--- src/memsel_map.svh ---
// offsets, field positions and reset values for the memory select decoder
// assumes inclusion from the decoder module and the bench only
`ifndef MEMSEL_MAP_SVH
`define MEMSEL_MAP_SVH
// ****************************************
// register offsets inside the config window
// ****************************************
`define OFS_FLASH_LOCK 8'hC0
`define OFS_EEPROM_LOCK 8'hC2
`define OFS_SPACE_MAP 8'hC4
`define OFS_PAGE 8'hE0
`define OFS_POWER_ZERO 8'hB0
`define OFS_POWER_TWO 8'hB4
// ****************************************
// field positions
// ****************************************
`define SM_SRAM_CODE 0
`define SM_EEPROM_IN_PROGRAM_SPACE 1
`define SM_FLASH_IN_PROGRAM_SPACE 2
`define SM_EEPROM_IN_DATA_SPACE 3
`define SM_FLASH_IN_DATA_SPACE 4
`define SM_PERIPH_IO_MODE_ENABLE 7
`define PM0_SPEED 2
`define EE_READOUT_LOCK 7
// ****************************************
// reset values and timing
// ****************************************
`define SPACE_MAP_RESET 8'h0C
`define PAGE_RESET 8'h00
`define PM_RESET 8'h00
`define IDLE_TIME_NS 70
`define CLK_PERIOD_NS 4
`define IDLE_CYCLES ((`IDLE_TIME_NS) / (`CLK_PERIOD_NS))
`endif

--- src/memsel_pkg.sv ---
// types shared by the memory select decoder
// assumes the map header holds every number
package memsel_pkg;
  // host bus request, sampled on core_clk
  typedef struct packed {
    logic [15:0] addr;
    logic [3:0] addr_hi;
    logic wide_mode;
    logic prog_strobe;
    logic read_strobe;
    logic write_strobe;
    logic [7:0] wdata;
  } host_bus_t;
  // decoded selects after priority
  typedef struct packed {
    logic [7:0] flash;
    logic [3:0] eeprom;
    logic sram;
    logic cfg;
    logic jtag;
    logic [1:0] periph;
  } select_t;
  typedef enum logic [0:0] {ACTIVE, STANDBY} power_state_t;
endpackage

--- src/memory_select_decoder.sv ---
// memory select decoder: address decode, space map, page register, power modes
// assumes host strobes synchronous to core_clk and decode equations given as
// per-target address match/mask pairs loaded from configuration inputs
// Overview of operation
// - flash lock status: bit i set means flash sector i is write protected
// - eeprom lock status bits 3..0 mark eeprom sectors 0..3 protected
// - eeprom status bit 7 shows the readout lock flag
// - sram enabled only while sram_select is high
// - sram_select is the or of at most two product terms
// - eeprom select overrides an overlapping flash select
// - sram, config or periph select overrides any memory sector
// - three priority levels; higher level wins over lower
// - space map gates program strobes per memory and flash/eeprom read strobes, bit 7 periph mode
// - space map has a reset value, takes space_map_init on the first edge after reset, then is rewritable
// - page register, eight bits, read and write at window offset E0
// - page bits 3..0 feed the select terms, all eight leave the block
// - speed bit off puts arrays in standby after 70 ns of idle inputs
// - power reg two bits block host control signals into the arrays
// - arrays see a 73-signal input bus
// - wide mode feeds address bits 19..4 instead of 15..0
// - 8 flash, 4 eeprom, sram, config, jtag and 2 periph selects
// - lock bits read only from the host
// - program or erase to a locked sector is dropped
`timescale 1ns/10ps
`include "memsel_map.svh"
module memory_select_decoder (
  input wire logic core_clk,
  input wire logic rst,
  input memsel_pkg::host_bus_t host,
  input wire logic [7:0] flash_lock,
  input wire logic [3:0] eeprom_lock,
  input wire logic readout_lock,
  input wire logic [19:0] term_match [19],
  input wire logic [19:0] term_mask [19],
  input wire logic [7:0] space_map_init,
  input wire logic [43:0] array_other_inputs,
  input wire logic program_request,
  output memsel_pkg::select_t sel,
  output logic sram_enable,
  output logic program_allowed,
  output logic [7:0] rdata,
  output logic rdata_oe,
  output logic [7:0] page_bits,
  output logic [72:0] array_inputs,
  output logic arrays_standby
);
  // ****************************************
  // state
  // ****************************************
  typedef struct packed {
    logic [7:0] space_map;
    logic [7:0] page;
    logic [7:0] pm_zero;
    logic [7:0] pm_two;
    logic [72:0] last_inputs;
    logic [7:0] idle_cnt;
    memsel_pkg::power_state_t pwr;
    memsel_pkg::select_t sel;
    logic [7:0] rdata;
    logic rdata_oe;
    logic map_loaded;
  } state_t;
  state_t cur, next_cur;
  // one product term: all unmasked address bits equal the match word
  function automatic logic term_hit(input logic [19:0] a, input logic [19:0] m,
                                    input logic [19:0] k);
    term_hit = ((a ^ m) & k) == 20'h00000;
  endfunction
  // address seen by the arrays; page bits 3..0 form the top nibble of the decode address
  logic [15:0] arr_addr;
  logic [19:0] full_addr;
  logic [18:0] raw_hit;
  logic [2:0] ctrl_in;
  logic cfg_access;
  always_comb begin
    arr_addr = host.wide_mode ? {host.addr_hi, host.addr[15:4]} : host.addr;
    full_addr = {cur.page[3:0], arr_addr};
  end
  // terms 0..7 flash, 8..11 eeprom, 12..13 sram, 14 cfg, 15 jtag, 16..17 periph
  genvar gi;
  generate
    for (gi = 0; gi < 19; gi++) begin : g_term
      assign raw_hit[gi] = term_hit(full_addr, term_match[gi], term_mask[gi]);
    end
  endgenerate
  // ****************************************
  // next state
  // ****************************************
  logic any_strobe, prog_ok_sram, prog_ok_ee, prog_ok_fl, lvl1;
  logic [72:0] bus_now;
  always_comb begin
    next_cur = cur;
    any_strobe = host.prog_strobe | host.read_strobe | host.write_strobe;
    // space map gates per strobe type
    prog_ok_sram = host.prog_strobe & cur.space_map[`SM_SRAM_CODE];
    prog_ok_ee = (host.prog_strobe & cur.space_map[`SM_EEPROM_IN_PROGRAM_SPACE]) |
                 (host.read_strobe & cur.space_map[`SM_EEPROM_IN_DATA_SPACE]) | host.write_strobe;
    prog_ok_fl = (host.prog_strobe & cur.space_map[`SM_FLASH_IN_PROGRAM_SPACE]) |
                 (host.read_strobe & cur.space_map[`SM_FLASH_IN_DATA_SPACE]) | host.write_strobe;
    // level one: sram, config and periph space
    next_cur.sel.sram = (raw_hit[12] | raw_hit[13]) & any_strobe &
                        (~host.prog_strobe | prog_ok_sram);
    next_cur.sel.cfg = raw_hit[14] & (host.read_strobe | host.write_strobe);
    next_cur.sel.periph = raw_hit[17:16] & {2{cur.space_map[`SM_PERIPH_IO_MODE_ENABLE]}} &
                          {2{host.read_strobe | host.write_strobe}};
    next_cur.sel.jtag = raw_hit[15];
    lvl1 = next_cur.sel.sram | next_cur.sel.cfg | (|next_cur.sel.periph);
    // level two eeprom over level three flash
    next_cur.sel.eeprom = lvl1 ? 4'h0 : (raw_hit[11:8] & {4{prog_ok_ee}});
    next_cur.sel.flash = (lvl1 | (|next_cur.sel.eeprom)) ? 8'h00 :
                         (raw_hit[7:0] & {8{prog_ok_fl}});
    // register writes in the config window
    cfg_access = raw_hit[14];
    if (cfg_access & host.write_strobe) begin
      case (host.addr[7:0])
        `OFS_SPACE_MAP: next_cur.space_map = host.wdata;
        `OFS_PAGE: next_cur.page = host.wdata;
        `OFS_POWER_ZERO: next_cur.pm_zero = host.wdata;
        `OFS_POWER_TWO: next_cur.pm_two = host.wdata;
        default: ; // lock status offsets ignore writes
      endcase
    end
    // load configured initial value once after reset
    if (!cur.map_loaded) begin
      next_cur.space_map = space_map_init;
      next_cur.map_loaded = 1'b1;
    end
    // register reads; no match leaves the bus undriven
    next_cur.rdata_oe = 1'b0;
    next_cur.rdata = 8'h00;
    if (cfg_access & host.read_strobe) begin
      next_cur.rdata_oe = 1'b1;
      case (host.addr[7:0])
        `OFS_FLASH_LOCK: next_cur.rdata = flash_lock;
        `OFS_EEPROM_LOCK: next_cur.rdata = {readout_lock, 3'h0, eeprom_lock};
        `OFS_SPACE_MAP: next_cur.rdata = cur.space_map;
        `OFS_PAGE: next_cur.rdata = cur.page;
        `OFS_POWER_ZERO: next_cur.rdata = cur.pm_zero;
        `OFS_POWER_TWO: next_cur.rdata = cur.pm_two;
        default: next_cur.rdata_oe = 1'b0;
      endcase
    end
    // control lines masked by power reg two before the arrays
    ctrl_in = {host.write_strobe & ~cur.pm_two[2], host.read_strobe & ~cur.pm_two[1],
               host.prog_strobe & ~cur.pm_two[0]};
    // ports, port d, feedbacks and ready/busy arrive as one 44-bit group
    bus_now = {arr_addr, ctrl_in, rst, 1'b0, cur.page, array_other_inputs};
    // idle detect for standby when speed bit is off
    if (bus_now != cur.last_inputs) begin
      next_cur.idle_cnt = 8'h00;
      next_cur.pwr = memsel_pkg::ACTIVE;
    end else begin
      case (cur.pwr)
        memsel_pkg::ACTIVE: begin
          if (cur.idle_cnt >= 8'(`IDLE_CYCLES - 1) && !cur.pm_zero[`PM0_SPEED])
            next_cur.pwr = memsel_pkg::STANDBY;
          else if (cur.idle_cnt != 8'hFF)
            next_cur.idle_cnt = cur.idle_cnt + 8'h01;
        end
        memsel_pkg::STANDBY: begin
          if (cur.pm_zero[`PM0_SPEED])
            next_cur.pwr = memsel_pkg::ACTIVE;
        end
        default: next_cur.pwr = memsel_pkg::ACTIVE;
      endcase
    end
    next_cur.last_inputs = bus_now;
  end
  // ****************************************
  // registers
  // ****************************************
  always_ff @(posedge core_clk or posedge rst) begin
    if (rst) begin
      cur <= '0;
      cur.space_map <= `SPACE_MAP_RESET;
      cur.page <= `PAGE_RESET;
      cur.pm_zero <= `PM_RESET;
      cur.pm_two <= `PM_RESET;
      cur.pwr <= memsel_pkg::ACTIVE;
    end else begin
      cur <= next_cur;
    end
  end
  // outputs
  logic [11:0] locks_of_sel;
  always_comb begin
    sel = cur.sel;
    sram_enable = cur.sel.sram;
    locks_of_sel = {flash_lock & cur.sel.flash, eeprom_lock & cur.sel.eeprom};
    program_allowed = program_request & ~(|locks_of_sel);
    rdata = cur.rdata;
    rdata_oe = cur.rdata_oe;
    page_bits = cur.page;
    array_inputs = cur.last_inputs;
    arrays_standby = cur.pwr == memsel_pkg::STANDBY;
  end
endmodule // memory_select_decoder

--- config.mk ---
export PLATFORM = sky130hd
export DESIGN_NAME = memory_select_decoder
export DESIGN_NICKNAME = d
export VERILOG_FILES = /design/src/memsel_pkg.sv /design/src/memory_select_decoder.sv
export VERILOG_INCLUDE_DIRS = /design/src
export SDC_FILE = /design/constraint.sdc
export NUM_CORES = 1
export LEC_CHECK = 0
export ABC_AREA = 1
export BUFFER_PORTS_ARGS = -buffer_cell sky130_fd_sc_hd__buf_2
export CAP_MARGIN = 20
export CELL_PAD_IN_SITES_DETAIL_PLACEMENT = 1
export CELL_PAD_IN_SITES_GLOBAL_PLACEMENT = 2
export CORE_AREA = 2 2 377 379
export CTS_CLUSTER_DIAMETER = 150
export DETAILED_ROUTE_END_ITERATION = 8
export DIE_AREA = 0 0 379 381
export PLACE_DENSITY_LB_ADDON = 0.25
export SYNTH_ARGS = -nofsm -noshare
export SYNTH_HDL_FRONTEND = slang
export SYNTH_SLANG_ARGS = --single-unit
--- constraint.sdc ---
create_clock -name core_clk -period 11.1 [get_ports core_clk]
set_clock_uncertainty 0.1 [all_clocks]
set_input_delay 0 -clock core_clk [delete_from_list [all_inputs] [get_ports core_clk]]
set_output_delay 0 -clock core_clk [all_outputs]
set_load 0.01 [all_outputs]
== Word-level counts from Yosys, hierarchy flattened ==
Cells that the tools add are included.

* Input bits: 860
* Flip-flop bits (word level): 140
* Output and inout bits: 110

* Bitwise logic cells: 74
* $add $sub $neg: 1
* Muxes and demuxes: 19
* Reduce and logical (&&, ||, !) cells: 30
* $lt $le $gt $ge: 1
* Equal/unequal tests: 12

{| class="wikitable"
|+ Operators by type and width
! operator !! number
|-
| AND 20 bit || 18
|-
| logical NOT 20 bit || 18
|-
| XOR 20 bit || 18
|-
| two-way mux 8 bit || 9
|-
| != test 72 bit || 1
|-
| equality test 8 bit (second input constant) || 6
|-
| case mux 8 bit (6 select lines) || 1
|-
| two-way mux 32 bit || 1
|-
| two-way mux 9 bit || 2
|-
| AND 8 bit || 2
|-
| two-way mux 16 bit || 1
|-
| AND 1 bit || 14
|-
| OR 1 bit || 12
|-
| OR reduction 12 bit || 1
|-
| adder 8 x 1 -> 8 bit (second input constant) || 1
|-
| AND 4 bit || 2
|-
| greater-or-equal comparator 8 x 5 -> 1 bit (second input constant) || 1
|-
| != test 8 bit (second input constant) || 1
|-
| AND reduction 2 bit || 4
|-
| != test 2 x 1 -> 1 bit (second input constant) || 3
|-
| inverter 1 bit || 6
|-
| OR reduction 6 bit || 1
|-
| AND 2 bit || 2
|-
| two-way mux 4 bit || 1
|-
| 9 further kinds || 11
|}

== Depth between registers and ports, before layout ==
* Depth after elaboration: 13
* Depth in mapped cells: 18

== Worst setup path after synthesis ==
OpenSTA, ideal clock, no wires.

* Path type: reg-to-reg
* Start point: register cur (netlist bit page_bits[1])
* End point: register cur (netlist bit sel[10])
* Slack: 9.130 ns
* Path buffers: 2
* Period minus slack after synthesis: 1.970 ns
* Setup time: 0.120 ns
* Arrival: 1.750 ns
* Stages on the path, launching flop included: 12
* Path through: dfrtp_1 > clkbuf_1 > buf_1 > a21oi_1 > nor3_1 > nand2_1 > nor2_1 > nand2_1 > nand2_1 > nand2_1 > nand3_2 > nor2_1

{| class="wikitable"
|+ RTL lines
! what !! line !! source
|-
| start, declared || memory_select_decoder.sv:63 || <nowiki>state_t cur, next_cur;</nowiki>
|-
| start signal, assigned || memory_select_decoder.sv:181 || <nowiki>cur <= next_cur;</nowiki>
|}

==> impl_metrics.json <==
{
  "overflow": 0,
  "drv_cap": 0,
  "post_cts_resized": 0,
  "crit_fanout": 33,
  "p_comb_share_pct": 36.4,
  "rows": 138,
  "nNetsFinal": 4200,
  "rsz0062_at_grt": "false",
  "grt_usage_pct": 17.6,
  "p_int_w": 0.00112,
  "min_period_ns": 4.67,
  "die_w_um": 379,
  "grt_max_degree": 51,
  "async_flop_share_pct": 100,
  "clkPwrFrac_pct": 34.5,
  "port-buffer-count": 928,
  "holdWs_ns": 0.00505,
  "clkSinkCount": 140,
  "path_common_cell": "nand2_1",
  "setup_viol": 0,
  "worst_pin_slew_ns": 1.27,
  "min_from": "term_mask[93]",
  "end_kind": "flip-flop",
  "drt-wirelength-per-cell_um": 24.7,
  "cpLargestDelayFamily": "buffers and inverters",
  "crit_slowest_cell": "dlygate4sd3_1",
  "dieHeight_um": 381,
  "arrival_ns": 4.95,
  "postSynthAreaPerCell_um2": 5.98,
  "cts_setup_buffers": 0,
  "ys.flop_type": "dfrtp_1",
  "clk_latency_ns": 0.52,
  "final_util_pct": 15.9,
  "yosysWarnings": 0,
  "numCtsBuffers": 17,
  "cts_root_buffer": "clkbuf_16",
  "cts_tree": "done",
  "crit_path_start": "host[11]",
  "clk_pin_slew_ns": 0.08,
  "cp-start-kind": "primary input",
  "dp_slack_ns": 6.61,
  "ios": 970,
  "timing.rr.start": "page_bits[1]",
  "period_share_pct": 42.0,
  "fillers": 17700,
  "fmax_mhz": 214,
  "crit_buf_inv": 7,
  "syn2layout_area_growth_pct": 55.3,
  "slew_headroom_pct": 14.6,
  "fp.dieArea_mm2": 0.144,
  "layout_commonest_cell": "buf_2",
  "viasPerCell": 3.70,
  "drt_iter0_drc": 860,
  "ys_seq_area_share_pct": 24.3,
  "grt_pass1_vias": 20200,
  "postRouteWirelength_um": 130000,
  "status": "complete, no violations",
  "ys_seq_elements": 140,
  "place.gp.congestion": 0.837,
  "post-route-drc-count": 0,
  "ant_nets": 0,
  "firstDrtPassIters": 5,
  "worstPathRequired_ns": 11.39,
  "start_util_pct": 10.3,
  "seqPwrFrac_pct": 29.1,
  "hold_buffers": 132,
  "drive_gt1_share_pct": 33.6,
  "worst_slack_ns": 6.43,
  "syn-cell-area_mm2": 0.0144,
  "critPathMaxStageDelay_ns": 0.61,
  "hold_class": "primary input to flip-flop",
  "switching_share_pct": 39.9,
  "clock_path_buffers": 2,
  "synth-edff-count": 0,
  "antenna_found_initial": 114,
  "critical_path_class": "primary input to flip-flop",
  "ys_types": 46,
  "cp_cell_sequence": "buf_2 -> buf_4 -> inv_2 -> nand2_1 -> nand2_2 -> buf_4 -> nand2_1 -> nand3_1 -> dlygate4sd3_1 -> o21ai_0 -> dlygate4sd3_1 -> nor3_1 -> dlygate4sd3_1 -> nand2_1 -> nand2_1 -> nor2_2 -> nand3_2 -> nor2_1",
  "slew_violations": 0,
  "core_mm2": 0.141,
  "dpl.hpwl_um": 114000,
  "hold_viol_final": 0,
  "peakVddDrop_v": 0.0000866,
  "mostFrequentLayoutCells": "928 x buf_2, 865 x nand2_1, 282 x nand3_1",
  "finalSetupTns_ns": 0,
  "p_per_area_mw_per_mm2": 83.2,
  "syn-instance-count": 2411,
  "h-tree-depth": 4,
  "vias": 19500,
  "grt_pass1_wl_um": 171000,
  "switching_power_w": 0.000744,
  "power.leakage_nw": 11.7,
  "synth_nets": 3273
}
-- metrics by stage --
step	area [µm²]	cells	power, W
6_report	22400	5264	0.00186
5_1_grt	22400	5252	0.00199
4_1_cts	22300	5241	0.00192
3_5_place_dp	20400	5077	0.00121
3_3_place_gp	20400	5077	0.00121
2_1_floorplan	14400	2411	0.000844
-- sequential cells by signal (all words and copies together) (netlist names) --
register,flops
array_inputs,72
arrays_standby,1
cur,33
page_bits,8
rdata,8
rdata_oe,1
sel,16
sram_enable,1
-- cell usage after synthesis, types with 6 or more instances --
cell / number / area share (%)
nand2_1: 875 / 23
nand3_1: 282 / 9.8
inv_1: 245 / 6.4
nor2_1: 203 / 5.3
dfrtp_1: 138 / 24
buf_4: 112 / 5.8
or2_2: 92 / 4.0
o21ai_0: 73 / 2.5
xor2_1: 57 / 3.5
nand4_1: 49 / 2.1
xnor2_1: 42 / 2.6
a21oi_1: 34 / 1.2
buf_2: 27 / 0.94
clkbuf_1: 21 / 0.55
a21boi_0: 19 / 0.99
nand3b_1: 18 / 0.94
o22ai_1: 17 / 0.74
buf_6: 14 / 1.1
nand2_2: 14 / 0.61
nor3_1: 9 / 0.31
a22o_1: 6 / 0.36
nor4_1: 6 / 0.26
-- per-layer routing --
metal | GRT usage [%] | vias to the layer above | share of wire (%)
met2 | 32.0 | 701 | 50
met5 | 0 | - | 0.32
met3 | 4.95 | 199 | 6.9
met4 | 3.04 | 76 | 1.7
li1 | - | 9420 | -
met1 | 20.4 | 9100 | 41
-- layout make-up --
class | instances | area, µm² | share of cell area (%)
clock buffer | 18 | 439 | 1.96
timing repair buffer | 1084 | 6150 | 27.4
tap | 1890 | 2360 | 10.6
multi-input combinational | 1847 | 8790 | 39.3
antenna | 23 | 57.6 | 0.257
inverter | 248 | 936 | 4.18
sequential | 140 | 3510 | 15.7
clock inverter | 14 | 151 | 0.676
-- worst paths after layout --
kind	to	slack [ns]	depth (start not counted)
min in group asynchronous	array_inputs[24]	0.04	3
max in group asynchronous	array_inputs[64]	9.05	5
min	sel[3]	0.005	6
max	sel[14]	6.43	18
min reg2reg	array_inputs[54]	0.35	1
max reg2reg	sel[13]	6.87	11
-- power by group through the flow --
stage          registers (W)  clock network [W]  logic (W)
3_5_place_dp        0.000551                  0   0.000663
5_1_grt             0.000544           0.000692   0.000758
3_3_place_gp        0.000551                  0   0.000656
6_report            0.000541           0.000643   0.000679
2_1_floorplan       0.000546                  0   0.000297
4_1_cts             0.000542           0.000680   0.000703
-- cell families after synthesis --
kind of cell,count (synthesis),share of synthesized area (%)
other cells,2,0.0521
compound gates,180,7.45
flops,140,24.3
fa+ha+maj,2,0.174
xor+xnor,99,6.01
simple gates,1564,47.1
buf+inv,424,14.9
-- worst reg2reg max path: stages, from the launching register on --
cell,delay [ns]
dfrtp_2,0.64
buf_4,0.41
xor2_1,0.15
nand2_1,0.06
dlygate4sd3_1,0.54
nand3_1,0.06
dlygate4sd3_1,0.58
nor4_1,0.26
dlygate4sd3_1,0.60
nand2_1,0.06
dlygate4sd3_1,0.59
nor2_1,0.11
Note: power is estimated with default switching activity, not from simulation.
